[src/hw/gps_defines.svh]
`ifndef GPS_DEFINES_SVH
`define GPS_DEFINES_SVH

// register byte offsets
`define GPS_STATUS_OFS        8'ha4
`define GPS_COMMAND_OFS       8'ha8

// reset values
`define GPS_STATUS_RESET      32'h1f00_0217
`define GPS_COMMAND_RESET     32'h0000_0000

// field positions
`define GPS_QUEUE_LSB         24
`define GPS_SIDEBAND_BIT      9
`define GPS_PORT_EN_BIT       8
`define GPS_HIGH_ADDR_BIT     5
`define GPS_FAST_WRITE_BIT    4
`define GPS_SPEED_MSB         2

// capability values
`define GPS_QUEUE_FIELD       8'h1f
`define GPS_QUEUE_DEPTH       6'h20
`define GPS_SPEED_CAPS        3'h7

// speed codes
`define GPS_SPEED_1X          3'h1
`define GPS_SPEED_2X          3'h2
`define GPS_SPEED_4X          3'h4

// sideband beats per command, by speed
`define GPS_SB_BEATS_1X       3'h4
`define GPS_SB_BEATS_2X       3'h2
`define GPS_SB_BEATS_4X       3'h1

`endif

[src/hw/gps_pkg.sv]
package gps_pkg;

  // sideband receiver states
  typedef enum logic [2:0] {
    SB_IDLE  = 3'b001,
    SB_RECV  = 3'b010,
    SB_ISSUE = 3'b100
  } gps_sb_state_e;

  // software settings of the port
  typedef struct packed {
    logic       sideband_enable;
    logic       port_enable;
    logic       fast_write_enable;
    logic [2:0] transfer_speed_select;
  } gps_cmd_s;

  // host write carrier decision
  typedef struct packed {
    logic       use_fast;
    logic [2:0] speed;
  } gps_write_mode_s;

endpackage

[src/hw/gps_port_regs.sv]
`include "gps_defines.svh"
// Function
// - queue field reads 1Fh, 32 requests
// - status bit 9 reads one
// - status bit 5 reads zero
// - status bit 4 reads one
// - status speed bits read 111
// - command bit 9 enables sideband
// - port disabled ignores all operations
// - accepted operations finish after disable
// - 1x sideband command issues despite disable
// - pipe needs enable; sideband needs both
// - fast write bit selects fast writes
// - fast writes run at selected speed
// - disabled or 1x uses plain writes
// - speed field keeps one-hot writes only; resets to 000
// - speed applies to all buses
module gps_port_regs (
  // clock and reset
  input  wire logic                     clock,
  input  wire logic                     rst_b,
  // ahb-lite slave
  input  wire logic                     hsel,
  input  wire logic [31:0]              haddr,
  input  wire logic [1:0]               htrans,
  input  wire logic                     hwrite,
  input  wire logic [2:0]               hsize,
  input  wire logic [31:0]              hwdata,
  input  wire logic                     hready,
  output logic                          hreadyout,
  output logic                          hresp,
  output logic [31:0]                   hrdata,
  // port pins from the graphics master
  input  wire logic                     pipe_req_b,
  input  wire logic                     sideband_strobe,
  input  wire logic                     sideband_sync,
  // service logic on the same clock
  input  wire logic                     op_done,
  input  wire logic                     host_write_req,
  // port side results
  output logic                          pipe_accept,
  output logic                          sideband_issue,
  output logic                          sync_ack,
  output logic [5:0]                    pending_ops,
  output logic                          host_write_go,
  output gps_pkg::gps_write_mode_s      host_write_mode,
  output gps_pkg::gps_cmd_s             port_config
);

  // exactly one bit set in a speed code
  function automatic logic one_hot3(input logic [2:0] v);
    one_hot3 = (v == `GPS_SPEED_1X) || (v == `GPS_SPEED_2X) || (v == `GPS_SPEED_4X);
  endfunction

  // effective speed; illegal or reset code runs as 1x
  function automatic logic [2:0] eff_speed(input logic [2:0] v);
    eff_speed = one_hot3(v) ? v : `GPS_SPEED_1X;
  endfunction

  // sideband beats per command at a speed
  function automatic logic [2:0] sb_beats(input logic [2:0] v);
    unique case (eff_speed(v))
      `GPS_SPEED_2X: sb_beats = `GPS_SB_BEATS_2X;
      `GPS_SPEED_4X: sb_beats = `GPS_SB_BEATS_4X;
      default:       sb_beats = `GPS_SB_BEATS_1X;
    endcase
  endfunction

  gps_pkg::gps_cmd_s      cmd;          // command register state
  logic                   wr_pend;      // write data phase pending
  logic [7:0]             wr_addr;      // latched write address
  logic [31:0]            status_word;  // hardwired capability word
  logic [31:0]            cmd_word;     // command register as read
  logic [31:0]            next_rdata;   // read mux result
  logic                   addr_take;    // valid address phase
  logic [2:0]             pipe_sync;    // pipe request synchroniser
  logic [2:0]             strb_sync;    // sideband strobe synchroniser
  logic [2:0]             sync_sync;    // sync cycle synchroniser
  logic                   pipe_req;     // synchronised pipe request
  logic                   strb;         // synchronised strobe
  logic                   strb_prev;    // strobe, one cycle later
  logic                   sync_lvl;     // synchronised sync level
  logic                   sync_prev;    // sync level, one cycle later
  gps_pkg::gps_sb_state_e sb_state;     // sideband receiver state
  gps_pkg::gps_sb_state_e next_sb_state;
  logic [2:0]             sb_count;     // beats still to receive
  logic                   sb_is_1x;     // command began in 1x mode
  logic                   queue_full;   // no room for another op
  logic                   take_pipe;    // pipe op accepted now
  logic                   take_sb;      // sideband op issued now

  // capability word, reserved bits zero
  always_comb
  begin
    status_word = 32'h0000_0000;
    status_word[31:`GPS_QUEUE_LSB] = `GPS_QUEUE_FIELD;
    status_word[`GPS_SIDEBAND_BIT] = 1'b1;
    status_word[`GPS_HIGH_ADDR_BIT] = 1'b0;
    status_word[`GPS_FAST_WRITE_BIT] = 1'b1;
    status_word[`GPS_SPEED_MSB:0] = `GPS_SPEED_CAPS;
  end

  // command word as read back
  always_comb
  begin
    cmd_word = 32'h0000_0000;
    cmd_word[`GPS_SIDEBAND_BIT] = cmd.sideband_enable;
    cmd_word[`GPS_PORT_EN_BIT] = cmd.port_enable;
    cmd_word[`GPS_FAST_WRITE_BIT] = cmd.fast_write_enable;
    cmd_word[`GPS_SPEED_MSB:0] = cmd.transfer_speed_select;
  end

  // a transfer addressed to this slave
  assign addr_take = hsel && hready && htrans[1];

  // read mux, unmapped reads zero
  always_comb
  begin
    next_rdata = 32'h0000_0000;
    if (addr_take && !hwrite)
    begin
      unique case (haddr[7:0])
        `GPS_STATUS_OFS:  next_rdata = status_word;
        `GPS_COMMAND_OFS: next_rdata = cmd_word;
        default:          next_rdata = 32'h0000_0000;
      endcase
    end
  end

  // zero wait state, always okay
  always_ff @(posedge clock or negedge rst_b)
  begin
    if (!rst_b)
    begin
      hreadyout <= 1'b1;
      hresp     <= 1'b0;
    end
    else
    begin
      hreadyout <= 1'b1;
      hresp     <= 1'b0;
    end
  end

  // read data driven in the data phase
  always_ff @(posedge clock or negedge rst_b)
  begin
    if (!rst_b)
      hrdata <= 32'h0000_0000;
    else if (hready)
      hrdata <= next_rdata;
  end

  // write address held for the data phase
  always_ff @(posedge clock or negedge rst_b)
  begin
    if (!rst_b)
    begin
      wr_pend <= 1'b0;
      wr_addr <= 8'h00;
    end
    else if (hready)
    begin
      wr_pend <= addr_take && hwrite;
      wr_addr <= haddr[7:0];
    end
  end

  // command register update
  always_ff @(posedge clock or negedge rst_b)
  begin
    if (!rst_b)
      cmd <= gps_pkg::gps_cmd_s'(`GPS_COMMAND_RESET);
    else if (wr_pend && wr_addr == `GPS_COMMAND_OFS)
    begin
      cmd.sideband_enable   <= hwdata[`GPS_SIDEBAND_BIT];
      cmd.port_enable       <= hwdata[`GPS_PORT_EN_BIT];
      cmd.fast_write_enable <= hwdata[`GPS_FAST_WRITE_BIT];
      if (one_hot3(hwdata[`GPS_SPEED_MSB:0]))
        cmd.transfer_speed_select <= hwdata[`GPS_SPEED_MSB:0];
    end
  end

  // pin synchronisers, two flops before use
  always_ff @(posedge clock or negedge rst_b)
  begin
    if (!rst_b)
    begin
      pipe_sync <= 3'h0;
      strb_sync <= 3'h0;
      sync_sync <= 3'h0;
    end
    else
    begin
      pipe_sync <= {pipe_sync[1:0], !pipe_req_b};
      strb_sync <= {strb_sync[1:0], sideband_strobe};
      sync_sync <= {sync_sync[1:0], sideband_sync};
    end
  end

  // second stage outputs and edge history
  assign pipe_req  = pipe_sync[1];
  assign strb      = strb_sync[1];
  assign strb_prev = strb_sync[2];
  assign sync_lvl  = sync_sync[1];
  assign sync_prev = sync_sync[2];

  // queue holds at most the advertised depth, one more if a pipe accept and a sideband start share a cycle; a sideband command in flight keeps a slot
  assign queue_full = ({1'b0, pending_ops} + {6'h00, sb_state != gps_pkg::SB_IDLE}) >= {1'b0, `GPS_QUEUE_DEPTH};

  // pipe yields to a sideband issue so no count is lost
  // pipe ops need port enable only
  assign take_pipe = pipe_req && cmd.port_enable && !queue_full && !take_sb;

  // sideband receiver next state
  always_comb
  begin
    next_sb_state = sb_state;
    unique case (sb_state)
      gps_pkg::SB_IDLE:
      begin
        if (strb && !strb_prev && cmd.port_enable && cmd.sideband_enable && !queue_full)
          next_sb_state = gps_pkg::SB_RECV;
      end
      gps_pkg::SB_RECV:
      begin
        if (!cmd.port_enable && !sb_is_1x)
          next_sb_state = gps_pkg::SB_IDLE;
        else if (sb_count == 3'h1)
          next_sb_state = gps_pkg::SB_ISSUE;
      end
      gps_pkg::SB_ISSUE:
        next_sb_state = gps_pkg::SB_IDLE;
    endcase
  end

  // sideband state and beat counter
  always_ff @(posedge clock or negedge rst_b)
  begin
    if (!rst_b)
    begin
      sb_state <= gps_pkg::SB_IDLE;
      sb_count <= 3'h0;
      sb_is_1x <= 1'b0;
    end
    else
    begin
      sb_state <= next_sb_state;
      if (sb_state == gps_pkg::SB_IDLE)
      begin
        sb_count <= sb_beats(cmd.transfer_speed_select);
        sb_is_1x <= (eff_speed(cmd.transfer_speed_select) == `GPS_SPEED_1X);
      end
      else if (sb_state == gps_pkg::SB_RECV)
        sb_count <= sb_count - 3'h1;
    end
  end

  // sideband issue moment
  assign take_sb = (sb_state == gps_pkg::SB_ISSUE);

  // accept pulses to the service logic
  always_ff @(posedge clock or negedge rst_b)
  begin
    if (!rst_b)
    begin
      pipe_accept    <= 1'b0;
      sideband_issue <= 1'b0;
    end
    else
    begin
      pipe_accept    <= take_pipe;
      sideband_issue <= take_sb;
    end
  end

  // sync cycle acknowledge
  always_ff @(posedge clock or negedge rst_b)
  begin
    if (!rst_b)
      sync_ack <= 1'b0;
    else
      sync_ack <= sync_lvl && !sync_prev && cmd.port_enable;
  end

  // outstanding operation count
  always_ff @(posedge clock or negedge rst_b)
  begin
    if (!rst_b)
      pending_ops <= 6'h00;
    else
    begin
      unique case ({take_pipe || take_sb, op_done && pending_ops != 6'h00})
        2'b10:   pending_ops <= pending_ops + 6'h01;
        2'b01:   pending_ops <= pending_ops - 6'h01;
        default: pending_ops <= pending_ops;
      endcase
    end
  end

  // host write carrier choice
  always_ff @(posedge clock or negedge rst_b)
  begin
    if (!rst_b)
    begin
      host_write_go   <= 1'b0;
      host_write_mode <= '0;
    end
    else
    begin
      host_write_go <= host_write_req;
      if (host_write_req)
      begin
        // plain writes when off or 1x
        host_write_mode.use_fast <= cmd.fast_write_enable &&
          (eff_speed(cmd.transfer_speed_select) != `GPS_SPEED_1X);
        host_write_mode.speed <= eff_speed(cmd.transfer_speed_select);
      end
    end
  end

  // configuration seen by the port logic
  always_ff @(posedge clock or negedge rst_b)
  begin
    if (!rst_b)
      port_config <= gps_pkg::gps_cmd_s'(`GPS_COMMAND_RESET);
    else
    begin
      port_config <= cmd;
      port_config.transfer_speed_select <= eff_speed(cmd.transfer_speed_select);
    end
  end

endmodule // gps_port_regs

[config.mk]
export PLATFORM = sky130hd
export DESIGN_NAME = gps_port_regs
export DESIGN_NICKNAME = d
export VERILOG_FILES = /design/src/hw/gps_pkg.sv /design/src/hw/gps_port_regs.sv
export VERILOG_INCLUDE_DIRS = /design/src /design/src/hw
export SDC_FILE = /design/constraint.sdc
export NUM_CORES = 1
export LEC_CHECK = 0
export BUFFER_PORTS_ARGS = -buffer_cell sky130_fd_sc_hd__buf_2
export CORE_ASPECT_RATIO = 0.6
export CORE_UTILIZATION = 46
export DETAILED_ROUTE_END_ITERATION = 8
export PLACE_DENSITY = 0.77
export SYNTH_ARGS = -nofsm -noshare
export SYNTH_HDL_FRONTEND = slang
export SYNTH_SLANG_ARGS = --single-unit
[constraint.sdc]
create_clock -name clock -period 3.5 [get_ports clock]
set_clock_uncertainty 0.05 [all_clocks]
set_input_delay 0.7 -clock clock [delete_from_list [all_inputs] [get_ports clock]]
set_output_delay 0.7 -clock clock [all_outputs]
set_load 0.05 [all_outputs]
# --- Word level (Yosys, flattened, before mapping) ---
# Cells that the tools add are included.
classes:
  eq_ne: 22
  n_reduce_logical: 35
  muxes: 11
  add_sub_neg: 4
  magnitude_cmp: 1
op_table:
  columns: ["cell", "count"]
  rows:
  - ["$pmux 29 s2", 1]
  - ["$mux 29", 1]
  - ["$eq 8x8->1 const B", 3]
  - ["$mux 3", 6]
  - ["$logic_and 1x1->1", 17]
  - ["$eq 3x1->1 const B", 5]
  - ["$eq 3x2->1 const B", 4]
  - ["$eq 3x3->1 const B", 4]
  - ["$pmux 6 s2", 1]
  - ["$pmux 3 s3", 1]
  - ["$logic_not 1->1", 8]
  - ["$add 6x1->7", 1]
  - ["$ge 7x6->1 const B", 1]
  - ["$add 6x1->6 const B", 1]
  - ["$ne 3x1->1 const B", 2]
  - ["$pmux 3 s2", 1]
  - ["$reduce_bool 6->1", 1]
  - ["$sub 6x1->6 const B", 1]
  - ["$logic_or 1x1->1", 5]
  - ["$reduce_and 2->1", 2]
  - ["$reduce_bool 2->1", 2]
  - ["$ne 3x3->1 const B", 1]
  - ["$sub 3x1->3 const B", 1]
  - ["$eq 2x1->1 const B", 1]
  - ["2 further kinds", 2]
totals:
  register_bits: 82
  out_inout_bits: 54
  elab_cells: 97

# --- Longest topological paths before layout ---
logic_depth:
  word_depth: 9
  depth_mapped: 15

# --- Worst setup path after synthesis ---
# Ideal clock, no wire load.
synth_timing:
  kind: "register -> register"
  start: "register pending_ops[0]"
  end: "register pending_ops[5]"
  synth_period_minus_slack_ns: 3.277
  setup_time_ns: 0.148
  required_time_ns: 3.302
  stages_incl_launch_ff: 12
  t_arrival_ns: 3.079
  path_slack_ns: 0.223
  path_buffers: 0
  path_cell_list: "dfrtp_1 -> ha_1 -> and4_1 -> a21oi_1 -> a21o_1 -> a31oi_1 -> ha_1 -> ha_1 -> nor4bb_1 -> a311o_1 -> or3b_1 -> xor2_1"
synth_between:
  elab_chain_len: 8
  elab_cells_between_ends: 14
  cone_classes: "3 x add/sub; 1 x order compare; 2 x eq/ne; 1 x mux; 7 x reduce/logical"
synth_rtl:
  columns: ["item", "line", "rtl"]
  rows:
  - ["start: declaration", "gps_port_regs.sv:44", "output logic [5:0] pending_ops,"]
  - ["start signal: assignment", "gps_port_regs.sv:294", "2'b10: pending_ops <= pending_ops + 6'h01;"]
  - ["start signal: assignment", "gps_port_regs.sv:295", "2'b01: pending_ops <= pending_ops - 6'h01;"]
  - ["start signal: assignment", "gps_port_regs.sv:296", "default: pending_ops <= pending_ops;"]
  - ["$add 6x1->7", "gps_port_regs.sv:209", "assign queue_full = ({1'b0, pending_ops} + {6'h00, sb_state != gps_pkg::SB_IDLE}) >= {1'b0, `GPS_QUEUE_DEPTH};"]
  - ["$ge 7x6->1", "gps_port_regs.sv:209", null]
  - ["$logic_not 1->1", "gps_port_regs.sv:213", "assign take_pipe = pipe_req && cmd.port_enable && !queue_full && !take_sb;"]
  - ["$logic_and 1x1->1 (2 in series)", "gps_port_regs.sv:213", null]
  - ["$logic_or 1x1->1", "gps_port_regs.sv:293", "unique case ({take_pipe || take_sb, op_done && pending_ops != 6'h00})"]
  - ["$eq 2x1->1 or $eq 2x2->1 (tied branches)", "gps_port_regs.sv:293", null]
  - ["$pmux 6 s2 or $reduce_bool 2->1 (tied branches)", null, null]
# Parallel ways exist; a longest one is shown, timed or not.
# A chain may end at the register's enable or synchronous reset.

# --- Worst setup path in the final report ---
layout_timing:
  start: "register sb_state[1]"
  end: "register pending_ops[5]"
layout_between:
  elab_chain_len: 9
  elab_cells_between_ends: 13
  cone_classes: "1 x add/sub; 1 x order compare; 4 x eq/ne; 1 x mux; 6 x reduce/logical"
layout_rtl:
  columns: ["item", "line", "rtl"]
  rows:
  - ["start: declaration", "gps_port_regs.sv:84", "gps_pkg::gps_sb_state_e sb_state;"]
  - ["start signal: assignment", "gps_port_regs.sv:242", "sb_state <= gps_pkg::SB_IDLE;"]
  - ["start signal: assignment", "gps_port_regs.sv:248", "sb_state <= next_sb_state;"]
  - ["$ne 3x1->1", "gps_port_regs.sv:209", null]
  - ["$add 6x1->7", "gps_port_regs.sv:209", null]
  - ["$ge 7x6->1", "gps_port_regs.sv:209", null]
  - ["$logic_not 1->1", "gps_port_regs.sv:213", null]
  - ["$logic_and 1x1->1 (2 in series)", "gps_port_regs.sv:213", null]
  - ["$logic_or 1x1->1 (*)", "gps_port_regs.sv:293", null]
  - ["$eq 2x1->1 or $eq 2x2->1 (tied branches)", "gps_port_regs.sv:293", null]
  - ["$pmux 6 s2 or $reduce_bool 2->1 (tied branches)", null, null]
# Every way passes the cells marked *; elsewhere a longest branch is shown, timed or not.

==> qor.yml <==
placement:
  port-buffer-count: 55
  dp_hpwl_um: 4090
  place_area_um2: 3060
  place_inst: 378
  gp_congestion: 0.874
critical_path:
  reg2reg_from: "sb_state[1]"
  reg2reg_to: "pending_ops[5]"
  worstSetupPathType: "reg2reg"
  cp.arrival_ns: 3.42
  cp.required_ns: 3.66
  critPathCapture: "pending_ops[5]"
  cp_slowest_cell: "or3b_1"
  reg2reg_slack_ns: 0.24
  max_stage_delay_ns: 0.40
  worstPathCellList: "nor2_2, nand2_1, ha_1, ha_1, nor3_1, a21o_1, a31oi_1, ha_2, ha_1, nor4bb_1, a311o_1, or3b_1, xor2_1"
  startpoint: "sb_state[1]"
  ff2ff_path_depth: 13
  cp-start-kind: "register"
  path_common_cell: "ha_1"
  cp-end-kind: "register"
  crit_fanout: 5
floorplan:
  ioPinCount: 133
  die-area_um2: 6390
  start_util_pct: 48.9
  fp.dieH_um: 62.3
  core_um2: 5700
  die_x_um: 103
  rows: 21
power_and_ir_drop:
  power_density_nw_per_um2: 767
  power_mw: 2.53
  p_leak_nw: 1.62
  ir_drop_v: 0.000282
clocking:
  root_buffer: "clkbuf_8"
  cts_buffers: 9
  cts_buffer_depth: 2
  clock-sinks: 57
  cts_max_level: 3
  path_clk_slew_ns: 0.07
  worstSkewPairLatency_ns: 0.33
  tritoncts: "built"
  postCtsSetupBuffers: 0
timing:
  rsz0062_at_grt: "no"
  finalCritPeriodShare_pct: 93.1
  period_needed_ns: 3.26
  finalSetupViolCount: 0
  max-slew-margin-rel_pct: 61.6
  fin_tns_setup_ns: 0
  max_freq_mhz: 307
  worstMarginPinSlew_ns: 0.575
  hold_viol_final: 0
  maxSlewViolCount: 0
synth:
  ys_seq_area_share_pct: 51.2
  synth-edff-count: 0
  synth.distinct_cells: 52
  synthCells: 248
  yosysWarningCount: 0
  netlist_area_um2: 2790
  ys_seq_elements: 57
  ys_async_sr_fraction_pct: 100
  syn_area_per_cell_um2: 11.2
  synth_ff_type: "dfrtp_1"
layout:
  nets: 398
  drive_gt1_share_pct: 32.2
  postLayoutCellArea_um2: 3300
  utilization_pct: 57.9
  multiInputGateArea_um2: 1160
  post_layout_nonfiller_instances: 394
  antenna_cells: 0
  fill_cells: 496
  regArea_um2: 1430
  syn2layout_area_growth_pct: 18.3
drt:
  vias_per_cell: 5.04
  drc_errors: 0
  dr.first_iter.drc_count: 87
  vias: 1987
  drtPass1Iterations: 4
  wl_per_cell_um: 14.4
  ant_nets: 0
  routed_wl_um: 5680
global_route:
  grt_max_degree: 39
  grt_pass1_wl_um: 9320
  grtUsageTotal_pct: 19.9
  antenna_found_initial: 0
  gr-total-overflow: 0
  first_global_vias: 1858
worst_hold_path:
  hp-class: "in2async"
run:
  maxCapViolations: 0
status:
  status: "finished clean"
==> per-stage QoR <==
stage,hold WS [ns],worst slack [ns]
finish,0.251,0.242
global route,0.267,0.0285
CTS,0.249,0.134
detailed placement,0.286,0.174
global placement,0.284,0.257
floorplan,0.281,0.223
==> layout by cell type, fill, tap and decap left out, types with 2 or more instances in the layout <==
master	count
nor3b_2	2
o21ai_0	13
a21oi_1	4
buf_2	55
clkbuf_8	11
nand4_1	2
nor4_1	2
nor2_1	6
xor2_1	2
dfrtp_1	56
and4b_1	2
nand2_1	17
a22oi_1	3
o31ai_1	4
buf_4	7
mux2_2	13
nor3_1	5
conb_1	23
a221o_1	5
clkinv_2	2
ha_1	8
bufinv_16	2
nor4bb_1	2
a22o_1	4
a21o_1	3
nor2b_1	4
and4bb_2	2
inv_1	15
xnor2_1	2
nor3b_1	4
a31oi_1	4
a21boi_0	2
nand3b_1	2
==> power by group <==
part | internal [mW] | switching (mW) | leakage, nW
clock | 0.437 | 0.261 | 0.115
combinational | 0.365 | 0.588 | 0.834
sequential | 0.766 | 0.113 | 0.671
==> worst max-delay path, delay by kind of cell, from the launching register on <==
| kind | cells | cell delay [ns] |
|---|---|---|
| compound gates | 3 | 0.52 |
| fa+ha+maj | 4 | 1.02 |
| flops | 1 | 0.39 |
| xor+xnor | 1 | 0.15 |
| simple gates | 5 | 1.01 |
==> per-layer routing <==
metal | vias up | GRT usage [%] | share of wire [%]
met5 | - | 0 | 0
met4 | 0 | 6.43 | 0.74
met3 | 7 | 7.43 | 4.3
met2 | 65 | 26.4 | 45
met1 | 955 | 29.7 | 50
li1 | 960 | - | -
==> registers in the layout, summed over array words and instances (netlist names), 4 cells and up <==
name             flops
host_write_mode      4
cmd                  6
wr_addr              8
hrdata               7
pending_ops          6
port_config          6
==> cells in the mapped netlist (3+ instances only) <==
library cell	instances	area share (%)
a21o_1	3	0.81
ha_1	9	4.0
a221o_1	5	1.8
a22o_1	4	1.3
o31ai_1	4	1.1
a21oi_1	4	0.72
a31oi_1	4	0.90
nand2_1	17	2.3
a22oi_1	3	0.81
mux2_2	13	5.2
nor2b_1	4	0.90
inv_1	15	2.0
o21ai_0	14	2.5
buf_4	29	7.8
nor2_1	7	0.94
nor3_1	5	0.90
nor3b_1	4	1.1
dfrtp_1	56	50
==> timing repair <==
item	CTS	global route
hold buffers	0	0
resized for setup	0	4
endpoints found under the setup margin	0	1
==> worst min-delay path by stage <==
stage	startpoint	to	slack, ns	depth (start not counted)
finish	rst_b	hrdata[8]	0.25	1
CTS	rst_b	host_write_mode[3]	0.25	1
floorplan	pipe_sync[0]	pipe_sync[1]	0.28	0
global route	rst_b	host_write_mode[3]	0.27	1
global placement	sync_sync[0]	sync_sync[1]	0.28	0
detailed placement	strb_sync[0]	strb_sync[1]	0.29	0
==> final cells by class <==
cell class / instances / share of cell area, %
inverters: 15 / 1.71
multi-input cells: 164 / 35.1
clock inverters: 5 / 2.35
clock buffers: 11 / 4.59
well taps: 80 / 3.03
flip-flops and latches: 57 / 43.3
repair buffers: 62 / 9.94
==> kinds of logic (layout without fill, tap and decap cells) <==
logic type                 Yosys count  after routing  synth area share, %
and+or+nand+nor                     62             62                 13.7
muxes                               14             14                 5.61
DFF                                 57             57                 51.2
adders and majority gates           10             10                 4.76
buffers and inverters               48             93                 10.5
xor gates and xnor gates             4              4                 1.26
AOI/OAI and AO/OA                   51             51                 12.8
other                                2             23                0.269
(Power assumes the default switching activity.)
